### config.mk
export PLATFORM = sky130hd
export DESIGN_NAME = ecpx_regs
export DESIGN_NICKNAME = d
export VERILOG_FILES = /design/src/core/ecpx_pkg.sv /design/src/core/ecpx_regs.sv
export VERILOG_INCLUDE_DIRS = /design/src /design/src/core
export SDC_FILE = /design/constraint.sdc
export NUM_CORES = 1
export LEC_CHECK = 0
export ABC_AREA = 1
export BUFFER_PORTS_ARGS = -buffer_cell sky130_fd_sc_hd__buf_2
export CAP_MARGIN = 20
export CORE_MARGIN = 2
export CORE_UTILIZATION = 51
export DETAILED_ROUTE_END_ITERATION = 12
export PLACE_DENSITY = 0.76
export SLEW_MARGIN = 20
export SYNTH_ARGS = -nofsm -noshare
export SYNTH_HDL_FRONTEND = slang
export SYNTH_SLANG_ARGS = --single-unit
export TNS_END_PERCENT = 1
### constraint.sdc
create_clock -name sys_clk_i -period 3.24 [get_ports sys_clk_i]
set_input_delay 0.324 -clock sys_clk_i [delete_from_list [all_inputs] [get_ports sys_clk_i]]
set_output_delay 0.324 -clock sys_clk_i [all_outputs]
set_load 0.005 [all_outputs]
### src/core/ecpx_consts.svh
`ifndef ECPX_CONSTS_SVH
`define ECPX_CONSTS_SVH

// host addresses, low 11 bits of the port window
`define ECPX_A_DATA     11'h000
`define ECPX_A_STAT     11'h001
`define ECPX_A_DCR      11'h002
`define ECPX_A_CFGA     11'h400
`define ECPX_A_CFGB     11'h401
`define ECPX_A_EIR      11'h403
`define ECPX_A_EDR      11'h404
`define ECPX_A_AUX      11'h405

// second-level indices
`define ECPX_IX_CTRL0   3'h0
`define ECPX_IX_CTRL2   3'h2
`define ECPX_IX_CTRL4   3'h4
`define ECPX_IX_CFG0    3'h5

// reset values
`define ECPX_RST_CTRL0  8'h00
`define ECPX_RST_CTRL2  8'h00
`define ECPX_RST_CTRL4  8'h07
`define ECPX_RST_CFG0   8'h00
`define ECPX_RST_AUX    8'h00

// writable-bit masks, reserved bits read zero
`define ECPX_MSK_CTRL0  8'h31
`define ECPX_MSK_CTRL2  8'hd8
`define ECPX_MSK_CTRL4  8'h77
`define ECPX_MSK_CFG0   8'hff

// field positions
`define ECPX_B_TMO_EN   0
`define ECPX_B_FREEZE   4
`define ECPX_B_LIVE     5
`define ECPX_B_ZWS17    3
`define ECPX_B_V19      4
`define ECPX_B_CHADR    6
`define ECPX_B_COMPAT   7
`define ECPX_B_DEMAND   6
`define ECPX_B_USER     7
`define ECPX_B_PEPU     2
`define ECPX_B_DIR      5
`define ECPX_B_IRQEN    4

// modes
`define ECPX_M_STD      3'h0
`define ECPX_M_BIDIR    3'h1
`define ECPX_M_ECP      3'h3
`define ECPX_M_EPP      3'h4
`define ECPX_M_CFG      3'h7

// timing
`define ECPX_FLUSH_CLKS 256
`define ECPX_FLUSH_KHZ  24000
`define ECPX_SYS_KHZ    125000
`define ECPX_FLUSH_CYC  ((`ECPX_FLUSH_CLKS * `ECPX_SYS_KHZ) / `ECPX_FLUSH_KHZ)
`define ECPX_DMA_THR    5'h04
`define ECPX_BURST_LEN  2'h3
`define ECPX_REST_BASE  8'h08
`define ECPX_REST_STEP  8'h20
`define ECPX_CFGA_BASE  8'h10

`endif

### src/core/ecpx_pkg.sv
package ecpx_pkg;

    typedef struct packed {
        logic        rd;
        logic        wr;
        logic [10:0] addr;
        logic [7:0]  wdata;
    } ecpx_req_t;

    typedef struct packed {
        logic       valid;
        logic [7:0] data;
    } ecpx_rsp_t;

    typedef enum logic [2:0] {
        ECPX_IDLE = 3'b001,
        ECPX_REQ  = 3'b010,
        ECPX_REST = 3'b100
    } ecpx_dma_st_t;

    typedef struct packed {
        logic [7:0]   ctrl0;
        logic [7:0]   ctrl2;
        logic [7:0]   ctrl4;
        logic [7:0]   cfg0;
        logic [2:0]   ext_index_reg;
        logic [7:0]   pd_m;
        logic [7:0]   pd_s;
        logic [4:0]   stat_m;
        logic [4:0]   stat_s;
        logic [3:0]   ctl_m;
        logic [3:0]   ctl_s;
        logic [2:0]   mode_prev;
        logic         ack_prev;
        logic         irq_flag;
        logic         frz_prev;
        ecpx_rsp_t    rsp;
        logic         zero_wait_state;
        logic         tmo_irq;
        logic         cmd_push;
        logic         frz_reinit;
        logic         irq;
        logic         irq_oe;
        logic         drq;
        ecpx_dma_st_t dst;
        logic [1:0]   burst;
        logic [5:0]   act;
        logic [7:0]   rest;
        logic         flush_run;
        logic [10:0]  flush_cnt;
        logic         flush_exp;
    } ecpx_state_t;

endpackage : ecpx_pkg

### src/core/ecpx_regs.sv
// What this block does
// - only indices 0, 2, 4 and 5 reach a register; other indices do nothing.
// - aux status bit 7 shows the bottom FIFO tag in ECP mode backward.
// - control zero bit 0 lets the EPP time-out interrupt through.
// - freeze bit freezes the interface in ECP mode; clearing it reinitialises.
// - live bit makes control register reads return pin levels.
// - control two bit 3 enables zero-wait-state on EPP 1.7 accesses.
// - no zero-wait-state on SPP or EPP 1.9; always on ECP.
// - control two bit 4 selects EPP 1.7 or 1.9.
// - backward ECP command bytes with data bit 7 are pushed when enabled.
// - compatibility bit turns modes 000, 001, 100 into legacy behaviour.
// - legacy modes read control pins 3-0; modes 000/001 read bit 5 as 1.
// - legacy data reads return the latch in mode 000 or forward 001/100.
// - legacy modes float the interrupt when control bit 4 is 0.
// - legacy mode 001 interrupt is a level set by ACK trailing edge, in status bit 2.
// - DMA active limit is one transfer for 0, else 4(n+1) transfers.
// - after a fairness drop the request stays low 8 + 32n clocks.
// - port config zero reports DMA and IRQ numbers in configuration B view.
// - demand DMA raises the request at threshold four or flush time-out.
// - request holds for bursts of four while FIFO and fairness allow.
// - flush time-out of 256 reference clocks starts on backward byte write.
// - flush counter clears on request, forward direction or demand disabled.
// - any mode change resets the demand DMA and flush mechanism.
// - port config zero bit 7 is mirrored to configuration A bit 3.
`include "ecpx_consts.svh"
`timescale 1ns/1ps
`default_nettype none

module ecpx_regs (
    input  wire logic             sys_clk_i,
    input  wire logic             rst_b_i,
    input  wire ecpx_pkg::ecpx_req_t host_req_i,
    output var  ecpx_pkg::ecpx_rsp_t host_rsp_o,
    input  wire logic [2:0]       mode_i,
    input  wire logic [7:0]       dcr_stored_i,
    input  wire logic [7:0]       data_latch_i,
    input  wire logic [7:0]       pd_pins_i,
    input  wire logic [3:0]       ctl_pins_i,
    input  wire logic [4:0]       stat_pins_i,
    input  wire logic             fifo_tag_i,
    input  wire logic [4:0]       fifo_free_i,
    input  wire logic [4:0]       fifo_valid_i,
    input  wire logic             dma_en_i,
    input  wire logic             svc_intr_i,
    input  wire logic             xfer_done_i,
    input  wire logic             per_byte_wr_i,
    input  wire logic             per_cmd_stb_i,
    input  wire logic             epp_acc_i,
    input  wire logic             ecp_acc_i,
    input  wire logic             epp_tmo_i,
    input  wire logic             core_irq_i,
    output logic                  zws_o,
    output logic                  epp_tmo_irq_o,
    output logic                  epp_v19_o,
    output logic                  freeze_o,
    output logic                  freeze_reinit_o,
    output logic                  cmd_push_o,
    output logic                  compat_o,
    output logic                  pe_pullup_o,
    output logic                  pp_irq_o,
    output logic                  pp_irq_oe_o,
    output logic                  drq_o
);

    ////////////////////////////////////////////////////////////////////////////////
    logic                  rst_m_q;
    logic                  rst_s_q;
    ecpx_pkg::ecpx_state_t st_q;
    ecpx_pkg::ecpx_state_t st_d;

    always_ff @(posedge sys_clk_i or negedge rst_b_i) begin
        if (!rst_b_i) begin
            rst_m_q <= 1'b0;
            rst_s_q <= 1'b0;
        end else begin
            rst_m_q <= 1'b1;
            rst_s_q <= rst_m_q;
        end
    end

    ////////////////////////////////////////////////////////////////////////////////
    function automatic logic [5:0] act_limit(input logic [2:0] n);
        if (n == 3'h0) begin
            act_limit = 6'h01;
        end else begin
            act_limit = {1'b0, n, 2'b00} + 6'h04;
        end
    endfunction : act_limit

    function automatic logic [7:0] rest_len(input logic [2:0] n);
        rest_len = `ECPX_REST_BASE + (`ECPX_REST_STEP * {5'h00, n});
    endfunction : rest_len

    function automatic logic legacy_mode(input logic [2:0] m, input logic compat);
        legacy_mode = compat && (m == `ECPX_M_STD || m == `ECPX_M_BIDIR || m == `ECPX_M_EPP);
    endfunction : legacy_mode

    ////////////////////////////////////////////////////////////////////////////////
    localparam logic [10:0] FLUSH_LAST = 11'(`ECPX_FLUSH_CYC - 1);

    logic       is_ecp;
    logic       dir_back;
    logic       legacy;
    logic       demand;
    logic       mode_chg;
    logic       thr_ok;
    logic       can_serve;
    logic       blocked;
    logic       frz_eff;
    logic [7:0] edr_rd;
    logic [7:0] dcr_rd;
    logic [7:0] data_rd;
    logic [7:0] rd_mux;
    logic [7:0] wmask;

    always_comb begin
        st_d      = st_q;
        is_ecp    = (mode_i == `ECPX_M_ECP);
        dir_back  = is_ecp && dcr_stored_i[`ECPX_B_DIR];
        legacy    = legacy_mode(mode_i, st_q.ctrl2[`ECPX_B_COMPAT]);
        demand    = st_q.cfg0[`ECPX_B_DEMAND];
        mode_chg  = (mode_i != st_q.mode_prev);
        thr_ok    = dir_back ? (fifo_valid_i >= `ECPX_DMA_THR) : (fifo_free_i >= `ECPX_DMA_THR);
        can_serve = dir_back ? (fifo_valid_i != 5'h00) : (fifo_free_i != 5'h00);
        blocked   = !dma_en_i || svc_intr_i;
        frz_eff   = is_ecp && st_q.ctrl0[`ECPX_B_FREEZE];
        wmask     = 8'h00;

        // input synchronisers, first stage read only by the second
        st_d.pd_m   = pd_pins_i;
        st_d.pd_s   = st_q.pd_m;
        st_d.stat_m = stat_pins_i;
        st_d.stat_s = st_q.stat_m;
        st_d.ctl_m  = ctl_pins_i;
        st_d.ctl_s  = st_q.ctl_m;
        st_d.mode_prev = mode_i;

        ////////////////////////////////////////////////////////////////////////////
        // data window read, unknown index answers zero
        case (st_q.ext_index_reg)
            `ECPX_IX_CTRL0: edr_rd = st_q.ctrl0;
            `ECPX_IX_CTRL2: edr_rd = st_q.ctrl2;
            `ECPX_IX_CTRL4: edr_rd = st_q.ctrl4;
            `ECPX_IX_CFG0:  edr_rd = st_q.cfg0;
            default:        edr_rd = 8'h00;
        endcase

        dcr_rd = dcr_stored_i;
        if (st_q.ctrl0[`ECPX_B_LIVE] || legacy) begin
            dcr_rd[3:0] = st_q.ctl_s;
        end
        if (legacy && (mode_i == `ECPX_M_STD || mode_i == `ECPX_M_BIDIR)) begin
            dcr_rd[`ECPX_B_DIR] = 1'b1;
        end

        if (legacy) begin
            data_rd = (mode_i == `ECPX_M_STD || !dcr_stored_i[`ECPX_B_DIR])
                      ? data_latch_i : st_q.pd_s;
        end else begin
            data_rd = dcr_stored_i[`ECPX_B_DIR] ? st_q.pd_s : data_latch_i;
        end

        case (host_req_i.addr)
            `ECPX_A_DATA: rd_mux = data_rd;
            `ECPX_A_STAT: rd_mux = {st_q.stat_s, st_q.irq_flag, 2'b00};
            `ECPX_A_DCR:  rd_mux = dcr_rd;
            `ECPX_A_CFGA: rd_mux = (mode_i == `ECPX_M_CFG)
                                   ? (`ECPX_CFGA_BASE | {4'h0, st_q.cfg0[`ECPX_B_USER], 3'h0})
                                   : 8'h00;
            `ECPX_A_CFGB: rd_mux = (mode_i == `ECPX_M_CFG)
                                   ? {1'b0, st_q.irq, st_q.cfg0[5:3], 1'b0, st_q.cfg0[1:0]}
                                   : 8'h00;
            `ECPX_A_EIR:  rd_mux = {5'h00, st_q.ext_index_reg};
            `ECPX_A_EDR:  rd_mux = edr_rd;
            `ECPX_A_AUX:  rd_mux = (is_ecp && dir_back)
                                   ? {fifo_tag_i, 7'h00} : `ECPX_RST_AUX;
            default:      rd_mux = 8'h00;
        endcase
        st_d.rsp.valid = host_req_i.rd;
        st_d.rsp.data  = host_req_i.rd ? rd_mux : 8'h00;

        ////////////////////////////////////////////////////////////////////////////
        // writes through index and data window
        if (host_req_i.wr && host_req_i.addr == `ECPX_A_EIR) begin
            st_d.ext_index_reg = host_req_i.wdata[2:0];
        end
        if (host_req_i.wr && host_req_i.addr == `ECPX_A_EDR) begin
            case (st_q.ext_index_reg)
                `ECPX_IX_CTRL0: begin
                    wmask      = `ECPX_MSK_CTRL0;
                    st_d.ctrl0 = host_req_i.wdata & wmask;
                end
                `ECPX_IX_CTRL2: begin
                    wmask      = `ECPX_MSK_CTRL2;
                    st_d.ctrl2 = host_req_i.wdata & wmask;
                end
                `ECPX_IX_CTRL4: begin
                    wmask      = `ECPX_MSK_CTRL4;
                    st_d.ctrl4 = host_req_i.wdata & wmask;
                end
                `ECPX_IX_CFG0: begin
                    wmask     = `ECPX_MSK_CFG0;
                    st_d.cfg0 = host_req_i.wdata & wmask;
                end
                default: begin
                    wmask = 8'h00;
                end
            endcase
        end

        ////////////////////////////////////////////////////////////////////////////
        // port side controls
        st_d.zero_wait_state = ecp_acc_i
                 || (epp_acc_i && !st_q.ctrl2[`ECPX_B_V19] && st_q.ctrl2[`ECPX_B_ZWS17]);
        st_d.tmo_irq    = epp_tmo_i && st_q.ctrl0[`ECPX_B_TMO_EN];
        st_d.frz_prev   = frz_eff;
        st_d.frz_reinit = st_q.frz_prev && !frz_eff && is_ecp;
        st_d.cmd_push   = per_cmd_stb_i && st_q.ctrl2[`ECPX_B_CHADR] && dir_back
                        && !st_q.stat_s[4] && st_q.pd_s[7];

        // ack trailing edge sets the level; set wins over the status-read clear
        st_d.ack_prev = st_q.stat_s[3];
        if (host_req_i.rd && host_req_i.addr == `ECPX_A_STAT) begin
            st_d.irq_flag = 1'b0;
        end
        if (legacy && mode_i == `ECPX_M_BIDIR && st_q.stat_s[3] && !st_q.ack_prev) begin
            st_d.irq_flag = 1'b1;
        end
        if (legacy) begin
            st_d.irq    = (mode_i == `ECPX_M_BIDIR) ? st_q.irq_flag : core_irq_i;
            st_d.irq_oe = dcr_stored_i[`ECPX_B_IRQEN];
        end else begin
            st_d.irq    = core_irq_i;
            st_d.irq_oe = 1'b1;
        end

        ////////////////////////////////////////////////////////////////////////////
        // flush time-out, backward demand mode only
        if (!demand || !dir_back || st_q.drq) begin
            st_d.flush_run = 1'b0;
            st_d.flush_cnt = 11'h000;
            if (st_q.drq || !demand || !dir_back) begin
                st_d.flush_exp = 1'b0;
            end
        end else if (st_q.flush_run) begin
            if (st_q.flush_cnt == FLUSH_LAST) begin
                st_d.flush_run = 1'b0;
                st_d.flush_exp = 1'b1;
                st_d.flush_cnt = 11'h000;
            end else begin
                st_d.flush_cnt = st_q.flush_cnt + 11'h001;
            end
        end else if (per_byte_wr_i) begin
            st_d.flush_run = 1'b1;
        end

        ////////////////////////////////////////////////////////////////////////////
        // request pacing
        case (st_q.dst)
            ecpx_pkg::ECPX_IDLE: begin
                st_d.drq   = 1'b0;
                st_d.burst = 2'h0;
                st_d.act   = 6'h00;
                if (!blocked && !mode_chg) begin
                    if (demand ? (thr_ok || st_q.flush_exp) : can_serve) begin
                        st_d.dst = ecpx_pkg::ECPX_REQ;
                        st_d.drq = 1'b1;
                    end
                end
            end
            ecpx_pkg::ECPX_REQ: begin
                if (blocked) begin
                    st_d.dst = ecpx_pkg::ECPX_IDLE;
                    st_d.drq = 1'b0;
                end else if (xfer_done_i) begin
                    st_d.act = st_q.act + 6'h01;
                    st_d.burst = st_q.burst + 2'h1;
                    if (st_q.act + 6'h01 >= act_limit(st_q.ctrl4[2:0])) begin
                        st_d.dst  = ecpx_pkg::ECPX_REST;
                        st_d.drq  = 1'b0;
                        // the idle state after the rest adds one more low cycle
                        st_d.rest = rest_len(st_q.ctrl4[6:4]) - 8'h02;
                    end else if (demand && st_q.burst == `ECPX_BURST_LEN && !thr_ok) begin
                        st_d.dst = ecpx_pkg::ECPX_IDLE;
                        st_d.drq = 1'b0;
                    end
                end else if (!can_serve) begin
                    st_d.dst = ecpx_pkg::ECPX_IDLE;
                    st_d.drq = 1'b0;
                end
            end
            ecpx_pkg::ECPX_REST: begin
                st_d.drq = 1'b0;
                if (st_q.rest == 8'h00) begin
                    st_d.dst = ecpx_pkg::ECPX_IDLE;
                end else begin
                    st_d.rest = st_q.rest - 8'h01;
                end
            end
            default: begin
                st_d.dst = ecpx_pkg::ECPX_IDLE;
                st_d.drq = 1'b0;
            end
        endcase

        // a new mode drops the request, restarts pacing and clears the flush time-out
        if (mode_chg) begin
            st_d.dst       = ecpx_pkg::ECPX_IDLE;
            st_d.drq       = 1'b0;
            st_d.burst     = 2'h0;
            st_d.act       = 6'h00;
            st_d.rest      = 8'h00;
            st_d.flush_run = 1'b0;
            st_d.flush_cnt = 11'h000;
            st_d.flush_exp = 1'b0;
        end
    end

    ////////////////////////////////////////////////////////////////////////////////
    always_ff @(posedge sys_clk_i or negedge rst_s_q) begin
        if (!rst_s_q) begin
            st_q       <= '0;
            st_q.ctrl0 <= `ECPX_RST_CTRL0;
            st_q.ctrl2 <= `ECPX_RST_CTRL2;
            st_q.ctrl4 <= `ECPX_RST_CTRL4;
            st_q.cfg0  <= `ECPX_RST_CFG0;
            st_q.dst   <= ecpx_pkg::ECPX_IDLE;
        end else begin
            st_q <= st_d;
        end
    end

    assign host_rsp_o      = st_q.rsp;
    assign zws_o           = st_q.zero_wait_state;
    assign epp_tmo_irq_o   = st_q.tmo_irq;
    assign epp_v19_o       = st_q.ctrl2[`ECPX_B_V19];
    assign freeze_o        = st_q.frz_prev;
    assign freeze_reinit_o = st_q.frz_reinit;
    assign cmd_push_o      = st_q.cmd_push;
    assign compat_o        = st_q.ctrl2[`ECPX_B_COMPAT];
    assign pe_pullup_o     = st_q.cfg0[`ECPX_B_PEPU];
    assign pp_irq_o        = st_q.irq;
    assign pp_irq_oe_o     = st_q.irq_oe;
    assign drq_o           = st_q.drq;

endmodule : ecpx_regs

`default_nettype wire

==> results.toml <==
[status]
outcome = "finished clean"

[timing]
tightest_slew_ns = 0.768
timing.setup.tns_ns = 0
hold_viol = 0
hold_ws_ns = 0.00909
maxSlewViolCount = 0
max_slew_margin_pct = 48.8
setup_violations = 0
skew_ns = 0.00627
fmax_mhz = 383
min_period_over_period_pct = 80.5
fin_crit_ns = 2.61
rsz0062_at_grt = "no"

[yosys]
synth_common_cells = "213 x nand2_1, 110 x dfrtp_1, 87 x inv_1"
netlist_area_sq_um = 6000
yosysTopAreaCellShare_pct = 45.9
yosysTopAreaCell = "dfrtp_1"
synthTopCellsByArea = "dfrtp_1 46%, nand2_1 13%, nand3_1 6.0%"
syn_area_per_cell_sq_um = 7.95
synth_cell_types = 46
async_flop_share_pct = 100
synth_edf_count = 0
ys_seq_area_share_pct = 47.7
post-synth-top-count-cell = "nand2_1"
synth_warnings = 0
synth-main-ff-cell = "dfrtp_1"
synth_nets = 846
ys_seq_elements = 114
syn_inst = 754

[final_layout]
area_delta_synth_final_pct = 22.2
largest_reg_flops = 73
top_register = "st_q"
fin_nets = 964
drive_above_1_share_pct = 20.6
diodes = 0
final_area_sq_um = 7330

[global_route]
antenna_found_initial = 0
overflow = 0
grt_pass1_vias = 5014
grtUsageTotal_pct = 23.3
grt_first_pass_wirelength_um = 23300
grt_max_degree = 62

[critical_path]
critPathMaxStageDelay_ns = 0.55
cp_common_cell = "nand2_1"
startpoint = "st_q[99]$_DFFE_PN1P_"
reg2reg_from = "st_q[99]$_DFFE_PN1P_"
cp-end-kind = "flop"
crit_arrival_ns = 2.92
path_class = "reg -> reg"
required_ns = 3.55
start_kind = "flop"
cp_slowest_cell = "dfstp_2"
cp_cell_sequence = "inv_1, ha_1, nand2_1, inv_1, a21oi_1, o21ai_0, ha_1, nand2_1, nor2_1, nand2_1, nand3_1, inv_1, a21oi_4, nand2_4, nand2_1, nand2_1"
worstPathMaxFanout = 9

[clock_network]
cts_sinks = 114
cts_resized = 0
ctsHtreeMaxLevel = 4
clock_path_buffers = 2
cts_tree = "built"
cts_buffers = 17
cts-root-buf = "clkbuf_16"
post_cts_buffers = 0
clkTransAtPathRegs_ns = 0.06
clock_latency_ns = 0.42

[detailed_routing]
final_antenna_net_count = 0
vias_per_cell = 5.18
drt_wl_total_um = 13800
drcViolationCount = 0
avgRoutedWirePerCell_um = 13.5
drt_iter0_drc = 354
dr.pass1.iters = 5
vias = 5317

[place]
placedInstanceArea_sq_um = 6560
io_buffers = 98
place_congestion = 0.902
hpwlAfterDp_um = 10200

[floorplanning]
start_util_pct = 52.3
die_x_um = 112
coreArea_sq_um = 11500
io_pins = 99
row_count = 39
die-area_sq_um = 12600
die_h_um = 112

[power]
total_power_mw = 3.62
vdd_drop_max_uv = 676
leakage_nw = 3.74
power_density_nw_per_um2 = 494

[min_path]
hold_start = "ctl_pins_i[1]"
hold_path_class = "in -> reg"

[flow_run]
cap_violations = 0
## where the power goes
part,internal (mW),total [mW],switching [mW]
Clock,1.21,1.91,0.696
Sequential,1.46,1.49,0.0283
Combinational,0.0894,0.223,0.133
Total,2.76,3.62,0.857
## per-stage QoR
stage,cells,setup slack [ns],util [%]
4_1_cts,1024,0.657,63.6
5_1_grt,1027,0.417,63.9
3_3_place_gp,980,0.761,57.2
6_report,1027,0.632,63.9
2_1_floorplan,754,0.981,-
3_5_place_dp,980,0.685,57.2
## final cells by class
class	count	area, sq um
clock inverter	14	180
timing repair buffer	117	673
clock buffer	17	425
multi-input combinational	527	2650
inverter	95	357
tap	143	179
sequential	114	2860
fill	964	4140
## cells by family (layout without fill, tap and decap cells)
kind of cell	count (synthesis)	after routing	synth area share, %
AND/OR/NAND/NOR	421	421	31.8
flip-flops	114	114	47.7
buffers and inverters	113	243	8.12
AO/OA/AOI/OAI	82	82	8.20
adder cells (fa/ha/maj)	13	13	2.71
XOR/XNOR	9	9	1.31
other	1	1	0.0625
multiplexers	1	1	0.167
## layout by cell type (no fill, tap or decap), types with 3 or more instances in the layout
master / netlist / routed
nand2_1: 213 / 213
dfrtp_1: 110 / 109
buf_2: 2 / 98
inv_1: 87 / 87
nand3_1: 72 / 72
nor2_1: 72 / 72
o21ai_0: 43 / 43
clkbuf_16: 0 / 17
nand4_1: 16 / 16
dlygate4sd3_1: 0 / 16
ha_1: 13 / 13
nor3_1: 10 / 10
a21oi_1: 8 / 8
xor2_1: 8 / 8
inv_2: 8 / 8
o21ai_2: 8 / 8
o21ai_1: 7 / 7
nor2_2: 6 / 6
nand3b_1: 6 / 6
nand2_2: 5 / 5
clkinvlp_4: 0 / 5
a31oi_1: 4 / 4
inv_6: 0 / 4
dfstp_2: 4 / 4
nand2_4: 3 / 3
o211ai_1: 3 / 3
o22ai_1: 3 / 3
bufinv_16: 0 / 3
buf_4: 12 / 3
## per-layer routing
metal / up-vias / GRT usage (%) / part of all wire, %
met5: - / 0 / 0
met4: 0 / 8.37 / 1.8
met3: 27 / 6.48 / 6.0
met2: 152 / 35.7 / 46
met1: 2481 / 32.1 / 46
li1: 2657 / - / -
## critical path, delay by kind of cell (launching register included)
| family | cells | cell delay (ns) |
|---|---|---|
| adder cells (fa/ha/maj) | 2 | 0.48 |
| AO/OA/AOI/OAI | 3 | 0.51 |
| buffers and inverters | 3 | 0.24 |
| flip-flops | 1 | 0.55 |
| AND/OR/NAND/NOR | 8 | 0.71 |
## what timing repair did
item                       4_1_cts  5_1_grt
setup endpoints to repair        0        0
hold endpoints to repair        14        3
hold buffers                    13        3
## final timing paths
| kind | to | slack [ns] | depth (start not counted) |
|---|---|---|---|
| worst max register to register | st_q[16]$_DFFE_PN0P_ | 0.63 | 16 |
| max in group asynchronous | host_rsp_o[1]$_DFF_PN0_ | 2.06 | 1 |
| worst max-delay path | st_q[16]$_DFFE_PN0P_ | 0.63 | 16 |
| min in group asynchronous | rst_s_q$_DFF_PN0_ | 0.21 | 2 |
| worst min-delay path | st_d[55]$_DFF_PN0_ | 0.009 | 1 |
| worst min register to register | st_q[75]$_DFF_PN0_ | 0.35 | 0 |
Note: power is estimated with default switching activity, not from simulation.
